--- src/verilog/vof_pkg.sv ---
package vof_pkg;
	localparam int unsigned ADDR_W = 7;
	localparam int unsigned DATA_W = 8;
	localparam logic [6:0] ADDR_OUT_SEL = 7'h46;
	localparam logic [6:0] ADDR_FLT_CTL = 7'h47;
	localparam logic [6:0] ADDR_RO_LO   = 7'h19;
	localparam logic [6:0] ADDR_RO_HI   = 7'h2c;
	localparam logic [6:0] ADDR_TEST_LO = 7'h1a;
	localparam logic [6:0] ADDR_TEST_HI = 7'h2c;
	localparam logic [7:0] RST_OUT_SEL  = 8'h04;
	localparam logic [7:0] RST_FLT_CTL  = 8'h00;
	localparam logic [7:0] MASK_OUT_SEL = 8'h1c;
	localparam logic [7:0] MASK_FLT_CTL = 8'hf8;
	localparam int unsigned POS_DRDY_MASK = 4;
	localparam int unsigned POS_SRC_LO    = 2;
	localparam int unsigned POS_FLT_SEL   = 7;
	localparam int unsigned POS_AVG_LO    = 3;
	localparam logic [1:0] SRC_FINAL   = 2'h0;
	localparam logic [1:0] SRC_DEC2    = 2'h1;
	localparam logic [1:0] SRC_DECHOP  = 2'h2;
	localparam logic [1:0] SRC_DEC1    = 2'h3;
	typedef struct packed {
		logic [7:0] out_sel;
		logic [7:0] flt_ctl;
		logic       lock;
	} vof_regs_type;
	typedef struct packed {
		logic        drdy_irq;
		logic [15:0] out_word;
		logic [7:0]  rdata;
		logic        wr_blocked;
	} vof_state_type;
endpackage : vof_pkg

--- src/verilog/vof_if.sv ---
`timescale 1ns/100ps
`default_nettype none
interface vof_if;
	logic       wr_en;
	logic [6:0] addr;
	logic [7:0] wdata;
	logic [7:0] out_sel;
	logic [7:0] flt_ctl;
	logic       lock;
	modport regs (input wr_en, addr, wdata, output out_sel, flt_ctl, lock);
	modport user (output wr_en, addr, wdata, input out_sel, flt_ctl, lock);
endinterface : vof_if
`default_nettype wire

--- src/verilog/vof_regs.sv ---
`timescale 1ns/100ps
`default_nettype none
module vof_regs (
	// clock and reset
	input wire logic core_clk,
	input wire logic resetn,
	// one-time lock level, already synchronised
	input wire logic lock_sync,
	// register carrier
	vof_if.regs      bus
);
	vof_pkg::vof_regs_type regs_ff;
	vof_pkg::vof_regs_type nxt_regs;

	always_comb begin
		nxt_regs = regs_ff;
		nxt_regs.lock = lock_sync;
		if (bus.wr_en) begin
			if (bus.addr == vof_pkg::ADDR_OUT_SEL) begin
				nxt_regs.out_sel = bus.wdata & vof_pkg::MASK_OUT_SEL;
			end
			if (bus.addr == vof_pkg::ADDR_FLT_CTL) begin
				nxt_regs.flt_ctl = bus.wdata & vof_pkg::MASK_FLT_CTL;
			end
		end
	end

	always_ff @(posedge core_clk or negedge resetn) begin
		if (!resetn) begin
			regs_ff.out_sel <= vof_pkg::RST_OUT_SEL;
			regs_ff.flt_ctl <= vof_pkg::RST_FLT_CTL;
			regs_ff.lock    <= 1'b1;
		end else begin
			regs_ff <= nxt_regs;
		end
	end

	assign bus.out_sel = regs_ff.out_sel;
	assign bus.flt_ctl = regs_ff.flt_ctl;
	assign bus.lock    = regs_ff.lock;
endmodule : vof_regs
`default_nettype wire

--- src/verilog/vof_top.sv ---
// Functional notes
// - bit 4 of the output-select register masks the data-ready interrupt when 1, reset 0.
// - bits 3:2 of the output-select register pick the output word source, reset 01.
// - bit 7 of the filter register picks FIR (0) or moving average (1), reset 0.
// - bits 6:3 of the filter register give the moving-average sample count, 0000 bypass.
// - registers 0x19 through 0x2c are read-only and writes to them are ignored.
// - writes to test registers 0x1a through 0x2c are blocked while the lock bit is set.
// - output-select resets to 0x04 and filter control to 0x00, both read/write.
`timescale 1ns/100ps
`default_nettype none
module vof_top (
	// clock and reset
	input  wire logic        core_clk,
	input  wire logic        resetn,
	// register access
	input  wire logic        reg_wr,
	input  wire logic [6:0]  reg_addr,
	input  wire logic [7:0]  reg_wdata,
	output logic      [7:0]  reg_rdata,
	output logic             reg_wr_blocked,
	// factory lock level from fuse
	input  wire logic        otp_lock,
	// filter path
	input  wire logic        drdy_in,
	input  wire logic [15:0] fir_word,
	input  wire logic [15:0] avg_word,
	input  wire logic [15:0] dec2_word,
	input  wire logic [15:0] dechop_word,
	input  wire logic [15:0] dec1_word,
	output logic      [15:0] out_word,
	output logic             avg_select,
	output logic      [3:0]  avg_count,
	output logic             drdy_irq
);
	vof_if bus ();
	logic lock_meta_ff;
	logic lock_sync_ff;
	vof_pkg::vof_state_type st_ff;
	vof_pkg::vof_state_type nxt_st;
	logic in_ro;
	logic in_test;
	logic [15:0] final_word;

	// fuse level is asynchronous to core_clk
	always_ff @(posedge core_clk or negedge resetn) begin
		if (!resetn) begin
			lock_meta_ff <= 1'b1;
			lock_sync_ff <= 1'b1;
		end else begin
			lock_meta_ff <= otp_lock;
			lock_sync_ff <= lock_meta_ff;
		end
	end

	assign in_ro   = (reg_addr >= vof_pkg::ADDR_RO_LO) && (reg_addr <= vof_pkg::ADDR_RO_HI);
	assign in_test = (reg_addr >= vof_pkg::ADDR_TEST_LO) && (reg_addr <= vof_pkg::ADDR_TEST_HI);

	// read-only window never reaches the register file
	assign bus.wr_en = reg_wr && !in_ro;
	assign bus.addr  = reg_addr;
	assign bus.wdata = reg_wdata;

	vof_regs u_regs (
		.core_clk  (core_clk),
		.resetn    (resetn),
		.lock_sync (lock_sync_ff),
		.bus       (bus)
	);

	assign final_word = bus.flt_ctl[vof_pkg::POS_FLT_SEL] ? avg_word : fir_word;

	always_comb begin
		nxt_st = st_ff;
		nxt_st.drdy_irq = drdy_in && !bus.out_sel[vof_pkg::POS_DRDY_MASK];
		case (bus.out_sel[vof_pkg::POS_SRC_LO +: 2])
			vof_pkg::SRC_FINAL:  nxt_st.out_word = final_word;
			vof_pkg::SRC_DEC2:   nxt_st.out_word = dec2_word;
			vof_pkg::SRC_DECHOP: nxt_st.out_word = dechop_word;
			vof_pkg::SRC_DEC1:   nxt_st.out_word = dec1_word;
			default:             nxt_st.out_word = dec2_word;
		endcase
		// test window is inside the read-only window, flag reports the lock reason
		nxt_st.wr_blocked = reg_wr && in_test && bus.lock;
		case (reg_addr)
			vof_pkg::ADDR_OUT_SEL: nxt_st.rdata = bus.out_sel;
			vof_pkg::ADDR_FLT_CTL: nxt_st.rdata = bus.flt_ctl;
			default:               nxt_st.rdata = 8'h00;
		endcase
	end

	always_ff @(posedge core_clk or negedge resetn) begin
		if (!resetn) begin
			st_ff <= '0;
		end else begin
			st_ff <= nxt_st;
		end
	end

	assign reg_rdata      = st_ff.rdata;
	assign reg_wr_blocked = st_ff.wr_blocked;
	assign out_word       = st_ff.out_word;
	assign drdy_irq       = st_ff.drdy_irq;
	assign avg_select     = bus.flt_ctl[vof_pkg::POS_FLT_SEL];
	assign avg_count      = bus.flt_ctl[vof_pkg::POS_AVG_LO +: 4];
endmodule : vof_top
`default_nettype wire

--- config.mk ---
export PLATFORM = sky130hd
export DESIGN_NAME = vof_top
export DESIGN_NICKNAME = d
export VERILOG_FILES = /design/src/verilog/vof_pkg.sv /design/src/verilog/vof_if.sv /design/src/verilog/vof_regs.sv /design/src/verilog/vof_top.sv
export SDC_FILE = /design/constraint.sdc
export NUM_CORES = 1
export LEC_CHECK = 0
export ABC_CLOCK_PERIOD_IN_PS = 2100
export BUFFER_PORTS_ARGS = -buffer_cell sky130_fd_sc_hd__buf_2
export CORE_MARGIN = 4
export CORE_UTILIZATION = 40
export DETAILED_ROUTE_END_ITERATION = 12
export PLACE_DENSITY = 0.8
export SLEW_MARGIN = 20
export SYNTH_ARGS = -nofsm -noshare
export SYNTH_HDL_FRONTEND = slang
export SYNTH_SLANG_ARGS = --single-unit
--- constraint.sdc ---
create_clock -name core_clk -period 2.1 [get_ports core_clk]
set_input_delay 0.63 -clock core_clk [delete_from_list [all_inputs] [get_ports core_clk]]
set_output_delay 0.63 -clock core_clk [all_outputs]
set_load 0.02 [all_outputs]
Word level (Yosys, flattened, before mapping)
Cells that the tools add are included.

Word-level logic and storage cells: 31. Register bits after elaboration: 37. Bits of input ports: 100.

Multiplexer cells: 3. Magnitude comparators: 3. Eq/ne operators: 5. Reductions and logical operators: 11.

Operators by type and width (count): 16-bit case mux with 4 select lines (1); 16-bit two-way mux (1); 8-bit case mux with 2 select lines (1); 7-bit equality test (second input constant) (2); 7-bit by 5-bit greater-or-equal comparator with 1-bit output (second input constant) (2); 7-bit by 6-bit <= comparator with 1-bit output (second input constant) (1); 1-bit logical AND (6); 2-bit equality test (second input constant) (2); 2-bit AND reduction (2); 2-bit by 1-bit equality test with 1-bit output (second input constant) (1); 1-bit logical NOT (2); 2-bit logical NOT (1).

Longest topological paths before layout
Gate-level depths: netlist (run 1).

Word-level depth: 5. Depth in mapped cells: 4. Mapped depth without buffers: 3.

Modules after synthesis
A second synthesis (run 1) with hierarchy kept.

Cells, all modules: 127. Area, all modules: 1971.9 sq um.

Modules (own cells, without submodules): vof_top (area each 1535.2 sq um, cells an instance 97, sequential area each 703.2 sq um, times used 1); vof_regs (area each 436.7 sq um, cells an instance 30, sequential area each 227.7 sq um, times used 1).

Least setup slack after synthesis (run 1)
Ideal clock, no wire load.

Path type: register to register. Start point: register, netlist name u_regs.bus.flt_ctl[7]. End point: register st_ff (netlist bit out_word[0]). Setup slack: 0.491 ns. Cell stages (with the launch flop): 5. Library setup time: 0.139 ns. Period minus slack after synthesis: 1.609 ns. Required time: 1.961 ns. Arrival time: 1.470 ns. Buffers on the path: 2. Path through: dfrtp_1 -> buf_6 -> buf_12 -> mux2_4 -> mux4_2.

RTL lines: end signal, assigned (line vof_top.sv:95) `st_ff <= nxt_st;`; end, declared (line vof_top.sv:38) `vof_pkg::vof_state_type st_ff;`.

Worst setup path in the final report (run 1)
Start point: register, netlist name u_regs.bus.flt_ctl[7]. End point: output avg_select.

RTL lines: end, declared (line vof_top.sv:31) `output logic avg_select,`.

No word-level cell between the ends.

==> results of run 1 <==
-- sequential cells by signal (all words and copies together), names as in the netlist --
name / flops
reg_wr_blocked: 1
reg_rdata: 6
lock_meta_ff: 1
u_regs.bus.lock: 1
out_word: 16
drdy_irq: 1
lock_sync_ff: 1
u_regs.bus.out_sel: 3
u_regs.bus.flt_ctl: 5
-- cell type report --
class                           count  area, sq um
Clock buffer                        7         86.3
Clock inverter                      1         5.00
Fill cell                         341         1600
Inverter                            1         3.75
Multi-Input combinational cell     62          803
Sequential cell                    35          881
Tap cell                           50         62.6
Timing Repair Buffer              130          673
-- where the power goes --
| part | internal [mW] | total (mW) | switching (mW) |
|---|---|---|---|
| Sequential | 0.739 | 0.775 | 0.0365 |
| Combinational | 0.231 | 0.418 | 0.187 |
| Clock | 0.264 | 0.486 | 0.222 |
| Total | 1.23 | 1.68 | 0.446 |
-- per-stage QoR --
stage	setup WS [ns]	hold WS, ns
floorplan	0.491	0.334
global placement	0.299	0.346
detailed placement	0.261	0.348
CTS	0.396	0.357
global route	0.345	0.369
finish	0.419	0.358
-- routing by layer --
layer / part of all wire / GRT usage / wire length (um) / vias up
li1: - / - / - / 658
met1: 0.35 / 0.176 / 1520 / 658
met2: 0.54 / 0.296 / 2320 / 71
met3: 0.099 / 0.0419 / 429 / 6
met4: 0.010 / 0.0593 / 45 / 0
met5: 0 / 0 / 0 / -
-- worst max-delay path, cell delays in order (launching register included) --
cell and delay, ns:
dfrtp_1 0.35, buf_4 0.22, buf_2 0.20
-- synthesized netlist by cell type --
cell,number,share of area
o2111ai_1,1,0.0050
nand4_1,1,0.0036
buf_12,1,0.011
nand3b_1,1,0.0043
dfrtp_1,31,0.44
clkbuf_1,2,0.0043
mux4_2,16,0.21
and4b_1,1,0.0057
o211ai_1,1,0.0043
mux2_2,16,0.10
and2_1,1,0.0036
buf_4,3,0.013
mux2i_1,2,0.011
buf_2,2,0.0057
inv_1,1,0.0021
a211oi_1,1,0.0043
nand2_1,2,0.0043
buf_6,1,0.0064
nor2b_1,1,0.0036
nand4b_1,1,0.0050
and3_1,2,0.0071
mux2_4,8,0.068
conb_1,1,0.0021
nor2_1,3,0.0064
nor3b_1,1,0.0043
dfstp_2,4,0.060
and3_2,1,0.0043
-- cell families (layout without fill, tap and decap cells) --
| family | Yosys count | after routing | share of synthesized area |
|---|---|---|---|
| buffers and inverters | 10 | 139 | 0.0428 |
| AOI/OAI and AO/OA | 3 | 3 | 0.0135 |
| other | 1 | 2 | 0.00214 |
| and+or+nand+nor | 15 | 15 | 0.0520 |
| DFF | 35 | 35 | 0.502 |
| muxes | 42 | 42 | 0.388 |
-- final timing paths --
| kind | start | endpoint | cells after the start |
|---|---|---|---|
| max in group asynchronous | resetn | lock_meta_ff | 2 |
| worst max-delay path | u_regs.bus.flt_ctl[7] | avg_select | 2 |
| worst min-delay path | lock_meta_ff | lock_sync_ff | 0 |
| worst min register to register | lock_meta_ff | lock_sync_ff | 0 |
| worst max register to register | u_regs.bus.out_sel[2] | out_word[2] | 2 |
| min in group asynchronous | resetn | drdy_irq | 2 |
==> results.md, run 1 <==
* Status: completed
* Max cap viols at 0
* # nets final at 335
* Final setup TNS at 0 ns
* DRC viols at 0
* Total routed wirelength at 4320 um
* Worst relative slew slack at 0.504
* Iteration-0 DRC Markers at 37
* DR vias at 1393
* Achievable Freq at 0.595 GHz
* Most frequent cells in the layout: buf_2 (126), dfrtp_1 (31), mux4_2 (16), mux2_2 (16), mux2_4 (8)
* Finished layout cell area at 2510 sq um
* CTS resizes at 0
* Tcrit/Tclk final at 0.800
* Final setup viols at 0
* Min-delay worst type: flop to flop
* Startpoint Class: flop
* First-pass GRT wire length at 6590 um
* #FFs+latches synth at 35
* CTS Buf Count at 5
* DRT Pass-1 Iters at 3
* Clock Latency Late Sink at 0.28 ns
* Max VDD drop at 0.000280 V
* Clk_skew at 0.00623 ns
* Layout cells sized above 1 at 0.771
* Req. time, crit path at 1.47 ns
* GRT Total Usage at 0.160
* # port buffers at 126
* Vias in the first global route at 1486
* CP Class: flop to output pin
* CTS tree: built
* Post-synth cell types at 27
* Static Leak at 1.30 nW
* Crit path DAT at 1.05 ns
* Dpl hpwl at 3510 um
* Minimum clock period at 1.68 ns
* CP max FO at 13
* Cell Area, Placed at 2420 sq um
* Antenna violations before repair at 0
* Largest net degree at the start of global routing at 36
* Inst Count DP at 278
* Clk sinks at 35
* Commonest non-fill, non-tap cell in the layout: buf_2
* Setup repair bufs after CTS at 0
* Initial Util at 0.427
* DIE HEIGHT at 74.2 um
* Per-cell routed wire length at 15.1 um
* CTS H-tree depth at 2
* Top Ports at 131
* Final cell count without fillers at 286
* Core area at 4120 sq um
* Hold Fails Final Rpt at 0
* Cells after synthesis at 106
* Synth-to-layout area growth at 43.3%
* Cell Area, Synth at 1760 sq um
* Final core occ at 0.611
* Die footprint at 5510 sq um
* Root Driver: clkbuf_8
* Final slew viol count at 0
* Die width at 74.2 um
* Yosys warns at 0
* Clock-pin slew on the worst setup and hold paths at 0.07 ns
* Maximum clock path buffer count at 2
* Number of routed nets with antenna violations at 0
* Reg2Reg Setup Slack at 0.53 ns
* Unrepaired setup endpoints after global routing: false
* Grt ovf at 0
* Mean Syn Cell Area at 16.6 sq um
* Sequential-to-total area share from yosys stat at 0.502
* ANT cells at 0
* Core Rows at 23
* Setup crit end kind: output pin
* CTS Hold Bufs at 0
* PwrDens at 668 nW/um^2
* Worst-margin pin slew at 0.744 ns
* GP Congestion at 0.768
* Via-to-Cell Ratio at 4.87
* Total Power at 1.68 mW
No activity file was read; power rests on OpenSTA's default activity.
==> inputs of run 2 (changes only) <==
ABC_CLOCK_PERIOD_IN_PS = 1500   (was 2100)
CORE_UTILIZATION = 36   (was 40)
PLACE_DENSITY = 0.76   (was 0.8)
clock period = 1.5 ns   (was 2.1 ns; I/O delays follow)
==> run 2 against run 1 <==
Net effect: the flow now finishes with violations (negative setup slack); via count up 2.5%; largest cell class unchanged; sequential share of layout area is 1.8 points lower; clock power is 71% higher.
==> results.md, run 2 (same netlist as run 1, synthesis figures left out) <==
* Max cap viols at 0
* Combinational fraction of design power at 0.248
* Worst-margin pin slew at 0.784 ns
* Min-delay worst type: input port to async pin
* Achievable Freq at 0.666 GHz
* PwrDens at 955 nW/um^2
* CP max FO at 13
* Dpl hpwl at 3800 um
* Inst Count DP at 303
* Unrepaired setup endpoints after global routing: true
* Largest net degree at the start of global routing at 36
* CTS tree: built
* Max VDD drop at 0.000517 V
* Hold Fails Final Rpt at 0
* GRT Total Usage at 0.157
* Static Leak at 1.36 nW
* Minimum clock period at 1.50 ns
* CTS H-tree depth at 2
* # port buffers at 126
* Iteration-0 DRC Markers at 50
* CP startpoint: u_regs.bus.flt_ctl[7]
* Failing checks: negative setup slack
* Top Ports at 131
* Number of routed nets with antenna violations at 0
* Req. time, crit path at 1.66 ns
* Core Rows at 25
* Final setup viols at 1
* CTS Hold Bufs at 0
* Synth-to-layout area growth at 51.5%
* Antenna violations before repair at 0
* Tcrit/Tclk final at 1.00
* Status: finished with violations
* Power share of the sequential group at 0.424
* # nets final at 344
* Die footprint at 6060 sq um
* Setup crit end kind: flop
* Final cell count without fillers at 312
* Max stage delay on crit path at 0.48 ns
* Most frequent cells in the layout: buf_2 (126), dfrtp_1 (30), mux4_2 (16)
* DR vias at 1428
* First-pass GRT wire length at 7310 um
* Sw frac at 0.261
* CP Class: flop to flop
* Clk_skew at 0.00859 ns
* Worst-path cell chain: buf_12 > mux2_4 > mux4_2
* Via-to-Cell Ratio at 4.58
* Final slew viol count at 0
* Per-cell routed wire length at 14.9 um
* Total Power at 2.54 mW
* Worst relative slew slack at 0.477
* Layout cells sized above 1 at 0.788
* DRC viols at 0
* Clock Latency Late Sink at 0.29 ns
* CP max-delay cell: mux4_2
* Initial Util at 0.372
* Pint at 1.88 mW
* Clock share of power at 0.328
* Vias in the first global route at 1594
* Hold_ws at 0.114 ns
* Root Driver: clkbuf_8
* Clk sinks at 35
* R2r startpoint: u_regs.bus.flt_ctl[7]
* Place WS at -0.00900 ns
* Largest register FFs at 16
* Startpoint Class: flop
* ANT cells at 0
* DRT Pass-1 Iters at 4
* NetSw at 0.662 mW
* Core area at 4720 sq um
* Crit path DAT at 1.66 ns
* Setup WS post-layout at -0.00204 ns
* Maximum clock path buffer count at 2
* Die width at 77.8 um
* Total routed wirelength at 4640 um
* CTS Buf Count at 5
* Grt ovf at 0
* DIE HEIGHT at 77.8 um
* Commonest non-fill, non-tap cell in the layout: buf_2
* Clock-pin slew on the worst setup and hold paths at 0.08 ns
* GP Congestion at 0.779
run 2: cell count changes in the layout (fill, tap and decap cells not counted), sizes merged:
cell    change
buf         +9
bufinv      +1
clkbuf      -2
clkinv      +1
run 2: final timing paths:
path                                         endpoint  slack, ns  cells past startpoint
worst min-delay path                      out_word[0]       0.11                      2
worst max register to register            out_word[3]     -0.002                      3
worst max-delay path                      out_word[3]     -0.002                      3
worst min register to register        u_regs.bus.lock       0.36                      0
min in group core_clk                    lock_meta_ff       0.26                      1
max in group asynchronous       u_regs.bus.out_sel[2]       1.13                      2
run 2: final cells by class:
class	count	area, sq um
Clock buffer	5	68.8
Tap cell	67	83.8
Fill cell	408	2060
Timing Repair Buffer	139	766
Inverter	1	3.75
Multi-Input combinational cell	62	811
Sequential cell	35	882
Clock inverter	3	43.8
run 2: power by group through the flow:
stage                     combinational (mW)  sequential [mW]  clock (mW)
final                                  0.631             1.08       0.832
after global routing                   0.676             1.09       0.902
after CTS                              0.639             1.08       0.866
after detailed placement               0.631             1.10           0
after global placement                 0.616             1.09           0
after floorplan                        0.265             1.18           0
run 2: through the flow:
step / setup TNS, ns / utilization / area (sq um)
after global routing: -0.0578 / 0.563 / 2660
final: -0.00204 / 0.563 / 2660
after global placement: 0 / 0.536 / 2530
after detailed placement: -0.0342 / 0.536 / 2530
after floorplan: -0.645 / - / 1760
after CTS: 0 / 0.562 / 2660
run 2: timing repair:
| item | CTS | global route |
|---|---|---|
| buffers inserted | 1 | 0 |
| endpoints found under the setup margin | 6 | 7 |
| gates resized for setup | 1 | 1 |
| cloned | 0 | 0 |
run 2: routing by layer:
layer  GRT usage  share of wire  vias to the layer above
li1            -              -                      678
met1       0.158           0.34                      678
met2       0.299           0.56                       66
met3      0.0464          0.080                        6
met4      0.0587          0.016                        0
met5           0              0                        -
run 2: critical path: cells and delay by family (launching register included):
kind | cells | cell delay, ns
buffers and inverters | 1 | 0.16
muxes | 2 | 0.77
DFF | 1 | 0.43
==> inputs of run 3 (changes only) <==
ABC_CLOCK_PERIOD_IN_PS = 1900   (was 1500)
CORE_MARGIN = 2   (was 4)
CORE_UTILIZATION = 43   (was 36)
PLACE_DENSITY = 0.85   (was 0.76)
clock period = 1.9 ns   (was 1.5 ns; I/O delays follow)
==> run 3 against run 2 <==
Net effect: the flow now finishes without violations; global-route usage grew 4.7 points; sequential power decreased by 21%; first-iteration DRC count up 68%; worst setup slack improved by 0.28 ns; core utilization rose by 7.0 points; power shrank 27%; critical path depth decreased by 1; clock skew shrank 0.0016 ns; critical endpoint is now avg_select; largest power group unchanged.
==> results.md, run 3 (same netlist as run 1, synthesis figures left out) <==
* Dpl hpwl at 3590 um
* Setup crit end kind: output pin
* Vias in the first global route at 1536
* Core area at 3970 sq um
* Unrepaired setup endpoints after global routing: false
* GP Congestion at 0.682
* Startpoint Class: flop
* CTS Buf Count at 5
* Total Power at 1.86 mW
* Max VDD drop at 0.000358 V
* # port buffers at 126
* Iteration-0 DRC Markers at 84
* Static Leak at 1.30 nW
* PwrDens at 738 nW/um^2
* CTS tree: built
* Setup repair bufs after CTS at 0
* DRT Pass-1 Iters at 3
* Minimum clock period at 1.62 ns
* Reg-to-Reg End: out_word[6]
* Commonest non-fill, non-tap cell in the layout: buf_2
* ANT cells at 0
* Root Driver: clkbuf_8
* Clk_skew at 0.00699 ns
* Final slew viol count at 0
* Hold Fails Final Rpt at 0
* Place WS at 0.150 ns
* CP Class: flop to output pin
* Layout cells sized above 1 at 0.771
* Maximum clock path buffer count at 2
* Worst relative slew slack at 0.491
* DRC viols at 0
* Clk sinks at 35
* Per-cell routed wire length at 15.2 um
* Die footprint at 4610 sq um
* First-pass GRT wire length at 6700 um
* Largest net degree at the start of global routing at 24
* Final setup TNS at 0 ns
* Grt ovf at 0
* Worst-margin pin slew at 0.764 ns
* Setup WS post-layout at 0.277 ns
* CTS H-tree depth at 2
* Top Ports at 131
* DIE HEIGHT at 67.9 um
* CTS resizes at 0
* Number of routed nets with antenna violations at 0
* CP max FO at 18
* CTS Hold Bufs at 0
* Min-delay worst type: input port to async pin
* Via-to-Cell Ratio at 5.03
* Tcrit/Tclk final at 0.854
* Final setup viols at 0
* GRT Total Usage at 0.204
* R2r startpoint: u_regs.bus.flt_ctl[7]
* Achievable Freq at 0.616 GHz
* Worst R2R Path Depth at 3
* Die width at 67.9 um
* Reg2Reg Setup Slack at 0.37 ns
* Antenna violations before repair at 0
* DR vias at 1439
* Status: completed
* Initial Util at 0.442
* Largest register FFs at 16
* Max cap viols at 0
* Synth-to-layout area growth at 43.3%
* Req. time, crit path at 1.33 ns
* Clock Latency Late Sink at 0.27 ns
* Total routed wirelength at 4330 um
* Core Rows at 23
* # nets final at 335
* Clock-pin slew on the worst setup and hold paths at 0.07 ns
* Crit path DAT at 1.05 ns
* Most frequent cells in the layout: buf_2 (126), dfrtp_1 (31), mux4_2 (16), mux2_2 (16), mux2_4 (8)
-- run 3: area by class of cell --
| class | count | area (sq um) |
|---|---|---|
| Clock inverter | 1 | 5.00 |
| Sequential cell | 35 | 881 |
| Tap cell | 50 | 62.6 |
| Timing Repair Buffer | 130 | 673 |
| Inverter | 1 | 3.75 |
| Multi-Input combinational cell | 62 | 803 |
| Fill cell | 315 | 1460 |
| Clock buffer | 7 | 86.3 |
-- run 3: worst max path at each step --
stage | from | to | depth (start not counted)
4_1_cts | u_regs.bus.flt_ctl[7] | avg_select | 2
2_1_floorplan | u_regs.bus.flt_ctl[7] | out_word[0] | 4
6_report | u_regs.bus.flt_ctl[7] | avg_select | 2
3_5_place_dp | reg_addr[3] | u_regs.bus.flt_ctl[6] | 4
3_3_place_gp | reg_addr[3] | u_regs.bus.flt_ctl[7] | 4
5_1_grt | u_regs.bus.flt_ctl[7] | avg_select | 2
-- run 3: worst max-delay path, stage by stage, from the launching register on --
cell and delay [ns]:
dfrtp_1 0.40, buf_12 0.19, buf_2 0.18
-- run 3: routing by layer --
metal	vias up	share of wire	track usage
met1	703	0.34	0.204
li1	657	-	-
met3	6	0.075	0.0477
met5	-	0	0
met4	0	0.016	0.0875
met2	73	0.57	0.397
-- run 3: report_power, final --
group          internal, mW  switching [mW]
logic                 0.255           0.216
registers             0.816          0.0342
clock network         0.292           0.242
-- run 3: through the flow --
step | utilization | instances | hold slack, ns | cell area, sq um
after floorplan | - | 107 | 0.274 | 1760
after global placement | 0.610 | 278 | 0.346 | 2420
after detailed placement | 0.610 | 278 | 0.347 | 2420
after CTS | 0.633 | 286 | 0.259 | 2510
after global routing | 0.633 | 286 | 0.275 | 2510
final | 0.633 | 286 | 0.243 | 2510
